<file path="src/common/scpr_map.svh">
`ifndef SCPR_MAP_SVH
`define SCPR_MAP_SVH

// register offsets on the serial port
`define SCPR_ADDR_W          15
`define SCPR_OFS_IFACE_CFG_A 15'h0000
`define SCPR_OFS_DEV_PWR_CFG 15'h0002
`define SCPR_OFS_USER_SPI    15'h0010

// field positions
`define SCPR_CFGA_SOFT_RST   7
`define SCPR_CFGA_ASCEND     5
`define SCPR_CFGA_SEP_OUT    4
`define SCPR_USER_ADDR_HOLD  0

// reset values
`define SCPR_RST_IFACE_CFG_A 8'h30
`define SCPR_RST_DEV_PWR_CFG 8'h00
`define SCPR_RST_USER_SPI    8'h00

// device mode field encodings
`define SCPR_MODE_NORMAL     2'h0
`define SCPR_MODE_PWR_DOWN   2'h3

// software reset interval
`define SCPR_CLK_PERIOD_NS   10
`define SCPR_SWRST_TIME_NS   750
`define SCPR_SWRST_CYCLES    (`SCPR_SWRST_TIME_NS / `SCPR_CLK_PERIOD_NS)

`endif

</file>
<file path="src/common/scpr_pkg.sv">
package scpr_pkg;

	// phase of a serial frame
	typedef enum logic {
		SCPR_PH_HEADER,
		SCPR_PH_DATA
	} scpr_phase_t;

endpackage

</file>
<file path="src/verilog/scpr_regs.sv">
`timescale 1ns/1ps
`include "scpr_map.svh"

module scpr_regs #(
	parameter int unsigned RST_CYCLES = `SCPR_SWRST_CYCLES
) (
	// clock and reset
	input  wire logic       core_clk,
	input  wire logic       rst,
	// serial port pins
	input  wire logic       spi_sclk,
	input  wire logic       spi_cs_n,
	input  wire logic       spi_sdi,
	output logic            spi_sdo,
	output logic            spi_sdo_oe,
	// device control outputs
	output logic            chip_reset_busy,
	output logic            power_down,
	output logic [1:0]      device_mode
);

	localparam int unsigned CW = $clog2(RST_CYCLES + 1);
	localparam int unsigned AW = `SCPR_ADDR_W;

	logic [2:0] pins_s; // synchronised sclk, cs_n, sdi
	logic       sclk_s;
	logic       cs_n_s;
	logic       sdi_s;

	// register state
	logic [7:0]               cfga_q, cfga_d;     // interface_config_a storage
	logic [7:0]               devcfg_q, devcfg_d; // device_power_config
	logic [7:0]               user_q, user_d;     // user serial configuration
	logic [CW-1:0]            rcnt_q, rcnt_d;     // soft reset countdown
	logic                     busy_q, busy_d;     // soft reset in progress
	logic                     pd_q, pd_d;         // power-down level
	// serial engine state
	scpr_pkg::scpr_phase_t    phase_q, phase_d;   // header or data
	logic [14:0]              hdr_q, hdr_d;       // header shift register
	logic [3:0]               bcnt_q, bcnt_d;     // bit counter
	logic                     rd_q, rd_d;         // frame is a read
	logic [AW-1:0]            addr_q, addr_d;     // current register address
	logic [7:0]               rx_q, rx_d;         // incoming data byte
	logic [7:0]               tx_q, tx_d;         // outgoing data byte
	logic                     sclk_prev_q, sclk_prev_d;
	// combinational helpers
	logic                     edge_r;
	logic                     edge_f;
	logic [7:0]               wdat;

	// pin synchroniser
	scpr_sync #(
		.WIDTH(3)
	) u_sync (
		.core_clk(core_clk),
		.rst     (rst),
		.async_in({spi_sclk, spi_cs_n, spi_sdi}),
		.sync_out(pins_s)
	);

	assign sclk_s = pins_s[2];
	assign cs_n_s = pins_s[1];
	assign sdi_s  = pins_s[0];

	// read data for an address; unmapped reads as zero
	function automatic logic [7:0] rd_mux(input logic [AW-1:0] a, input logic [7:0] ca,
			input logic [7:0] dc, input logic [7:0] us);
		logic [7:0] v;
		v = 8'h00;
		unique case (a)
			`SCPR_OFS_IFACE_CFG_A: begin
				v = ca;
				v[`SCPR_CFGA_SOFT_RST] = 1'b0; // self-clearing, reads zero
				v[`SCPR_CFGA_SEP_OUT]  = 1'b1; // always one
			end
			`SCPR_OFS_DEV_PWR_CFG: begin
				v = dc;
			end
			`SCPR_OFS_USER_SPI: begin
				v = us;
			end
			default: begin
				v = 8'h00;
			end
		endcase
		return v;
	endfunction

	// next state of registers and serial engine
	always_comb begin
		cfga_d      = cfga_q;
		devcfg_d    = devcfg_q;
		user_d      = user_q;
		rcnt_d      = rcnt_q;
		phase_d     = phase_q;
		hdr_d       = hdr_q;
		bcnt_d      = bcnt_q;
		rd_d        = rd_q;
		addr_d      = addr_q;
		rx_d        = rx_q;
		tx_d        = tx_q;
		sclk_prev_d = sclk_s;
		edge_r      = sclk_s & ~sclk_prev_q;
		edge_f      = ~sclk_s & sclk_prev_q;
		wdat        = {rx_q[6:0], sdi_s};
		if (rcnt_q != '0) begin
			// registers, phase, bit count, read flag and tx byte held at defaults while the soft reset runs
			rcnt_d   = rcnt_q - CW'(1);
			cfga_d   = `SCPR_RST_IFACE_CFG_A; // ascend back to one
			devcfg_d = `SCPR_RST_DEV_PWR_CFG; // mode back to normal
			user_d   = `SCPR_RST_USER_SPI;
			phase_d  = scpr_pkg::SCPR_PH_HEADER;
			bcnt_d   = 4'h0;
			rd_d     = 1'b0;
			tx_d     = 8'h00;
		end else if (cs_n_s) begin
			// frame idle: restart header on next select
			phase_d = scpr_pkg::SCPR_PH_HEADER;
			bcnt_d  = 4'h0;
			rd_d    = 1'b0;
			tx_d    = 8'h00;
		end else if (edge_r) begin
			unique case (phase_q)
				scpr_pkg::SCPR_PH_HEADER: begin
					// collect read flag and 15-bit address
					hdr_d  = {hdr_q[13:0], sdi_s};
					bcnt_d = bcnt_q + 4'h1;
					if (bcnt_q == 4'hF) begin
						rd_d    = hdr_q[14];
						addr_d  = {hdr_q[13:0], sdi_s};
						phase_d = scpr_pkg::SCPR_PH_DATA;
						bcnt_d  = 4'h0;
					end
				end
				scpr_pkg::SCPR_PH_DATA: begin
					rx_d   = wdat;
					bcnt_d = {1'b0, bcnt_q[2:0] + 3'h1};
					if (bcnt_q[2:0] == 3'h7) begin
						if (!rd_q) begin
							unique case (addr_q)
								`SCPR_OFS_IFACE_CFG_A: begin
									if (wdat[`SCPR_CFGA_SOFT_RST]) begin
										// start reset; bit never stored
										rcnt_d = CW'(RST_CYCLES);
									end else begin
										cfga_d = wdat; // direction bit stored
									end
								end
								`SCPR_OFS_DEV_PWR_CFG: begin
									devcfg_d = wdat; // mode field
								end
								`SCPR_OFS_USER_SPI: begin
									user_d = wdat;
								end
								default: begin
									user_d = user_q; // unmapped write ignored
								end
							endcase
						end
						// step address after each byte
						if (user_q[`SCPR_USER_ADDR_HOLD]) begin
							addr_d = addr_q; // frozen, overrides direction
						end else if (cfga_q[`SCPR_CFGA_ASCEND]) begin
							addr_d = addr_q + AW'(1); // ascending
						end else begin
							addr_d = addr_q - AW'(1); // descending
						end
					end
				end
			endcase
		end else if (edge_f && phase_q == scpr_pkg::SCPR_PH_DATA) begin
			// read data leaves on the separate output line
			if (bcnt_q[2:0] == 3'h0) begin
				tx_d = rd_mux(addr_q, cfga_q, devcfg_q, user_q);
			end else begin
				tx_d = {tx_q[6:0], 1'b0};
			end
		end
		busy_d = (rcnt_d != '0);
		pd_d   = (devcfg_d[1:0] == `SCPR_MODE_PWR_DOWN); // full power-down
	end

	// register everything
	always_ff @(posedge core_clk) begin
		if (rst) begin
			cfga_q      <= `SCPR_RST_IFACE_CFG_A;
			devcfg_q    <= `SCPR_RST_DEV_PWR_CFG;
			user_q      <= `SCPR_RST_USER_SPI;
			rcnt_q      <= '0;
			busy_q      <= 1'b0;
			pd_q        <= 1'b0;
			phase_q     <= scpr_pkg::SCPR_PH_HEADER;
			hdr_q       <= 15'h0000;
			bcnt_q      <= 4'h0;
			rd_q        <= 1'b0;
			addr_q      <= '0;
			rx_q        <= 8'h00;
			tx_q        <= 8'h00;
			sclk_prev_q <= 1'b0;
		end else begin
			cfga_q      <= cfga_d;
			devcfg_q    <= devcfg_d;
			user_q      <= user_d;
			rcnt_q      <= rcnt_d;
			busy_q      <= busy_d;
			pd_q        <= pd_d;
			phase_q     <= phase_d;
			hdr_q       <= hdr_d;
			bcnt_q      <= bcnt_d;
			rd_q        <= rd_d;
			addr_q      <= addr_d;
			rx_q        <= rx_d;
			tx_q        <= tx_d;
			sclk_prev_q <= sclk_prev_d;
		end
	end

	// outputs
	assign spi_sdo         = tx_q[7];
	assign spi_sdo_oe      = ~cs_n_s & rd_q & (phase_q == scpr_pkg::SCPR_PH_DATA);
	assign chip_reset_busy = busy_q;
	assign power_down      = pd_q;
	assign device_mode     = devcfg_q[1:0];

endmodule

</file>
<file path="src/verilog/scpr_sync.sv">
`timescale 1ns/1ps

// two-flop synchroniser for pin inputs
module scpr_sync #(
	parameter int unsigned WIDTH = 1
) (
	// clock and reset
	input  wire logic             core_clk,
	input  wire logic             rst,
	// asynchronous inputs and their synchronised copies
	input  wire logic [WIDTH-1:0] async_in,
	output logic      [WIDTH-1:0] sync_out
);

	logic [WIDTH-1:0] meta_q; // first stage, read only by second stage
	logic [WIDTH-1:0] meta_d;
	logic [WIDTH-1:0] sync_q; // second stage
	logic [WIDTH-1:0] sync_d;

	// next values of both stages
	always_comb begin
		meta_d = async_in;
		sync_d = meta_q;
	end

	// register both stages
	always_ff @(posedge core_clk) begin
		if (rst) begin
			meta_q <= '0;
			sync_q <= '0;
		end else begin
			meta_q <= meta_d;
			sync_q <= sync_d;
		end
	end

	assign sync_out = sync_q;

endmodule

</file>
<file path="config.mk">
export PLATFORM = sky130hd
export DESIGN_NAME = scpr_regs
export DESIGN_NICKNAME = d
export VERILOG_FILES = /design/src/common/scpr_pkg.sv /design/src/verilog/scpr_regs.sv /design/src/verilog/scpr_sync.sv
export VERILOG_INCLUDE_DIRS = /design/src /design/src/common
export SDC_FILE = /design/constraint.sdc
export NUM_CORES = 1
export LEC_CHECK = 0
export BUFFER_PORTS_ARGS = -buffer_cell sky130_fd_sc_hd__buf_2
export CORE_MARGIN = 1.5
export CORE_UTILIZATION = 30
export CTS_BUF_LIST = sky130_fd_sc_hd__clkbuf_8
export DETAILED_ROUTE_END_ITERATION = 8
export HOLD_SLACK_MARGIN = 0.15
export RECOVER_POWER = 50
export SLEW_MARGIN = 30
export SYNTH_ARGS = -nofsm -noshare
export SYNTH_HDL_FRONTEND = slang
export SYNTH_SLANG_ARGS = --single-unit
</file>
<file path="constraint.sdc">
create_clock -name core_clk -period 3.63 [get_ports core_clk]
set_input_delay 0.1815 -clock core_clk [delete_from_list [all_inputs] [get_ports core_clk]]
set_output_delay 0.1815 -clock core_clk [all_outputs]
set_load 0.005 [all_outputs]
</file>
Yosys cells after proc, flatten, opt, wreduce, memory -nomap -nowiden --
Cells that the tools add are included.
Word-level totals: register bits 90, bits in writable memories 0, memories kept 0, bits in latches 0, output and inout port bits 6, ROM bits 0
Operators by class: eq/ne operators 8, multipliers 0, add/subtract/negate cells 5, shift-type cells 0, divide/modulo/power cells 0, bitwise operators 12, $lt $le $gt $ge 0, reduce and logical (&&, ||, !) cells 15, muxes and demuxes 26
Operator list (count):
- $mux W15 | 4
- $mux W7 | 8
- $pmux W15 S2 | 1
- $pmux W8 S3 | 1
- $reduce_and A6 Y1 | 3
- $add A15 B1 Y15 const B | 1
- $eq A15 B2 Y1 const B | 1
- $eq A15 B5 Y1 const B | 1
- $logic_not A15 Y1 | 1
- $sub A15 B1 Y15 const B | 1
- $mux W2 | 7
- $reduce_bool A7 Y1 | 2
- $mux W8 | 1
- $not A1 Y1 | 8
- $pmux W4 S2 | 1
- $reduce_and A4 Y1 | 2
- $reduce_and A7 Y1 | 1
- $sub A7 B1 Y7 const B | 1
- $add A4 B1 Y4 const B | 1
- $and A1 B1 Y1 | 4
- $eq A4 B4 Y1 const B | 1
- $mux W4 | 1
- $ne A2 B2 Y1 const B | 2
- $add A3 B1 Y3 const B | 1
- other kinds (10) | 11

Longest topological paths before layout --
depth after elaboration 9, depth in mapped cells 9, depth with buffers taken out 8

Modules after synthesis --
From an unflattened synthesis, not the netlist that was laid out.
Unflattened totals: cell total of the unflattened synthesis 522, area total of the unflattened synthesis 4526.8 µm²
Modules (own cells, without submodules):
- scpr_regs | cells each 510, area each 4369.2 µm², instances 1
- scpr_sync | cells each 12, area each 157.7 µm², instances 1

Worst setup path after synthesis --
OpenSTA, ideal clock, no wires.
path kind flip-flop to flip-flop, start point register cfga_q[5], end point register addr_q[13], arrival time 2.370 ns, stages on the path, launching flop included 9, setup slack 1.145 ns, setup time 0.115 ns, required time 3.515 ns, cell sequence dfxtp_1 > inv_1 > ha_1 > a211o_1 > a21oi_1 > o311ai_0 > o31a_1 > or4_1 > and3_1
On the way: cells in the longest elaborated chain, start to end 4
Ends and longest elaborated chain:
- from (decl) | RTL line scpr_regs.sv:31 | logic [7:0] cfga_q, cfga_d;
- from (signal assigned) | RTL line scpr_regs.sv:186 | cfga_q <= `SCPR_RST_IFACE_CFG_A;
- from (signal assigned) | RTL line scpr_regs.sv:201 | cfga_q <= cfga_d;
- $mux W15 | RTL line scpr_regs.sv:163 | end else if (cfga_q[`SCPR_CFGA_ASCEND]) begin
- $mux W15 | RTL line scpr_regs.sv:161 | if (user_q[`SCPR_USER_ADDR_HOLD]) begin
- $mux W15 | RTL line scpr_regs.sv:138 | if (bcnt_q[2:0] == 3'h7) begin
- $pmux W15 S2 | RTL line scpr_regs.sv:123 | unique case (phase_q)
- to (signal assigned) | RTL line scpr_regs.sv:211 | addr_q <= addr_d;
- to (decl) | RTL line scpr_regs.sv:42 | logic [AW-1:0] addr_q, addr_d;
No other way between the ends. The select of a mux whose other input is x is not followed. A chain may end at the register's enable or synchronous reset.

Final worst setup path --
start point register rcnt_q[0], end point register hdr_q[8]
On the way: cells in the longest elaborated chain, start to end 3
Ends and longest elaborated chain:
- from (decl) | RTL line scpr_regs.sv:34 | logic [CW-1:0] rcnt_q, rcnt_d;
- from (signal assigned) | RTL line scpr_regs.sv:204 | rcnt_q <= rcnt_d;
- $reduce_bool A7 Y1 | RTL line scpr_regs.sv:106 | if (rcnt_q != '0) begin
- $not A1 Y1 (no source line)
- $reduce_and A4 Y1 (no source line)
- to (signal assigned) | RTL line scpr_regs.sv:208 | hdr_q <= hdr_d;
- to (decl) | RTL line scpr_regs.sv:39 | logic [14:0] hdr_q, hdr_d;
No other way between the ends.

==> out/qor.yml <==
outcome:
  status: "complete, but fails checks"
  failed_checks: "capacitance limit, slew limit"
yosys:
  post-synth-top-area-cell: "dfxtp_1"
  synth_compound_area_frac: 0.149
  synth-adder-area-share: 0.0508
  post-synth-top-count-cell: "dfxtp_1"
  synthTopCellsByArea: "dfxtp_1, mux2i_1, nor2_1"
  synth_top_family_by_area: "simple AND/OR/NAND/NOR gates"
  synthXorXnorAreaFrac: 0.0134
  yosys.area_share.simple: 0.223
  synth_seq_area_share: 0.389
  synth_common_cells: "dfxtp_1, nor2_1, mux2i_1"
  ys_async_sr_fraction: 0
  syn_area_um2: 4590
  synth_edf_count: 0
  muxShareOfSynthArea: 0.129
  ys_ff_latch: 89
  avgSynthCellArea_um2: 9.04
  synth_flop_cell: "dfxtp_1"
  synth_top_cell_area_share: 0.389
  synth_nets: 530
  yosysWarnings: 0
  synthCells: 507
  netlist-cell-type-count: 64
drt:
  num_vias: 3560
  drt-total-wl_mm: 9.85
  drt-pass1-iter-count: 4
  drc_errors: 0
  ant_nets: 0
  wl_per_cell_um: 14.0
  drt_iter0_markers: 183
  via_per_inst: 5.08
min_path:
  holdCritPathClass: "register to register"
pwr:
  power.density_nw_per_um2: 409
  ir_drop_uv: 172
  p_total_mw: 2.02
  leakagePower_nw: 1.81
clock_network:
  clock_path_buffers: 2
  clock_sinks: 89
  htreeDepth: 3
  cts_resized: 0
  clock-root-buffer: "clkbuf_8"
  hold_buffers: 3
  numCtsBuffers: 9
  post_cts_buffers: 0
  cts_tree: "done"
  path_clk_slew_ns: 0.09
  clk_latency_ns: 0.38
timing:
  finalHoldViolCount: 0
  setup_viol: 0
  finalSetupTns_ns: 0
  holdWs_ns: 0.446
  finalWorstSetupSlack_ns: 0.766
  max_freq_ghz: 0.349
  finalCritPeriodShare: 0.789
  slew_violations: 39
  slew_headroom: -0.101
  skew_ns: 0.0130
  worst_pin_slew_ns: 1.65
  period_needed_ns: 2.86
  grt_setup_unrepaired: "false"
die:
  io_pins: 11
  die-area_um2: 16000
  initial_core_util: 0.304
  die_y_um: 127
  core_area_um2: 15100
  die_x_um: 127
  fp-row-count: 45
global_route:
  grt_pass1_vias: 3332
  grt_max_degree: 39
  grt_remaining_overflow: 0
  grt_first_pass_wirelength_mm: 16.9
  antenna_found_initial: 0
  grt_use_total: 0.129
setup_path:
  path_max_fanout: 15
  crit_path_start_kind: "register"
  crit_slowest_cell: "clkbuf_1"
  cp_cell_sequence: "inv_1, ha_1, nor4b_4, nand2_1, nor4_1, clkbuf_1, mux2i_1, nor2_1"
  crit_path_max_incr_delay_ns: 0.87
  crit_required_ns: 3.82
  crit_arrival_ns: 3.06
  end_kind: "register"
  path_class: "register to register"
layout:
  instances_no_fill: 701
  fillers: 1591
  area_delta_synth_final_pct: 7.69
  nNetsFinal: 531
  drive_gt1_frac: 0.0780
  n_antenna_cell: 0
  utilization: 0.327
  regArea_um2: 1780
  finalInstanceArea_um2: 4940
  multiInputGateArea_um2: 2570
placement:
  hpwl_mm: 6.89
  dp.cells: 682
  placed_cell_area_um2: 4770
  place_ws_ns: 0.814
  place_congestion: 0.842
  numPortBuffers: 10
job:
  maxCapViolations: 1
## cell usage in the layout, fill, tap and decap left out, types with 13 or more instances in the layout
cell | netlist | layout
dfxtp_1 | 89 | 89
nor2_1 | 77 | 77
mux2i_1 | 57 | 57
nand2_1 | 25 | 26
a21oi_1 | 26 | 26
o21ai_0 | 22 | 22
a211oi_1 | 18 | 18
ha_1 | 17 | 17
inv_1 | 13 | 13
nand2b_1 | 13 | 13
## layout make-up
type / count / area share
Multi-Input combinational cell: 374 / 0.521
Sequential cell: 89 / 0.361
Tap cell: 188 / 0.0476
Timing Repair Buffer: 21 / 0.0256
Clock buffer: 9 / 0.0251
Clock inverter: 7 / 0.0104
Inverter: 13 / 0.00988
## registers in the layout (all words and copies together) (netlist names)
signal / count
addr_q: 15
hdr_q: 15
devcfg_q: 8
tx_q: 8
user_q: 8
rcnt_q: 7
rx_q: 7
cfga_q: 6
bcnt_q: 4
u_sync.meta_q: 3
u_sync.sync_out: 3
chip_reset_busy: 1
phase_q: 1
power_down: 1
rd_q: 1
sclk_prev_q: 1
## path summary, 6_finish.rpt
path	to	cells past startpoint	start	slack, ns
max	hdr_q[8]	8	rcnt_q[0]	0.77
min	u_sync.sync_out[0]	1	u_sync.meta_q[0]	0.45
max reg2reg	hdr_q[8]	8	rcnt_q[0]	0.77
min reg2reg	u_sync.sync_out[0]	1	u_sync.meta_q[0]	0.45
## cells by family (layout without fill, tap and decap cells)
group	after synthesis	in the layout
and+or+nand+nor	186	186
AOI/OAI and AO/OA	104	104
DFF	89	89
muxes	59	59
buffers and inverters	44	50
adders and majority gates	18	18
xor gates and xnor gates	7	7
## metal layers
metal / up-vias / GRT usage / wire length [um]
li1: 1830 / - / -
met1: 1678 / 0.173 / 4940
met2: 46 / 0.202 / 4520
met3: 6 / 0.0337 / 300
met4: 0 / 0.0426 / 94
met5: - / 0 / 0
## power by group
part / leakage [nW] / total (mW) / internal [mW] / switching, mW
clock: 0.0864 / 0.631 / 0.253 / 0.378
combinational: 1.00 / 0.330 / 0.123 / 0.206
sequential: 0.720 / 1.06 / 1.01 / 0.0454
## critical path: cells and delay by family (launching register included)
| family | cells | cell delay (ns) |
|---|---|---|
| adders and majority gates | 1 | 0.19 |
| buffers and inverters | 2 | 0.94 |
| DFF | 1 | 0.36 |
| muxes | 1 | 0.28 |
| and+or+nand+nor | 4 | 0.88 |
Note: power is estimated with default switching activity, not from simulation.
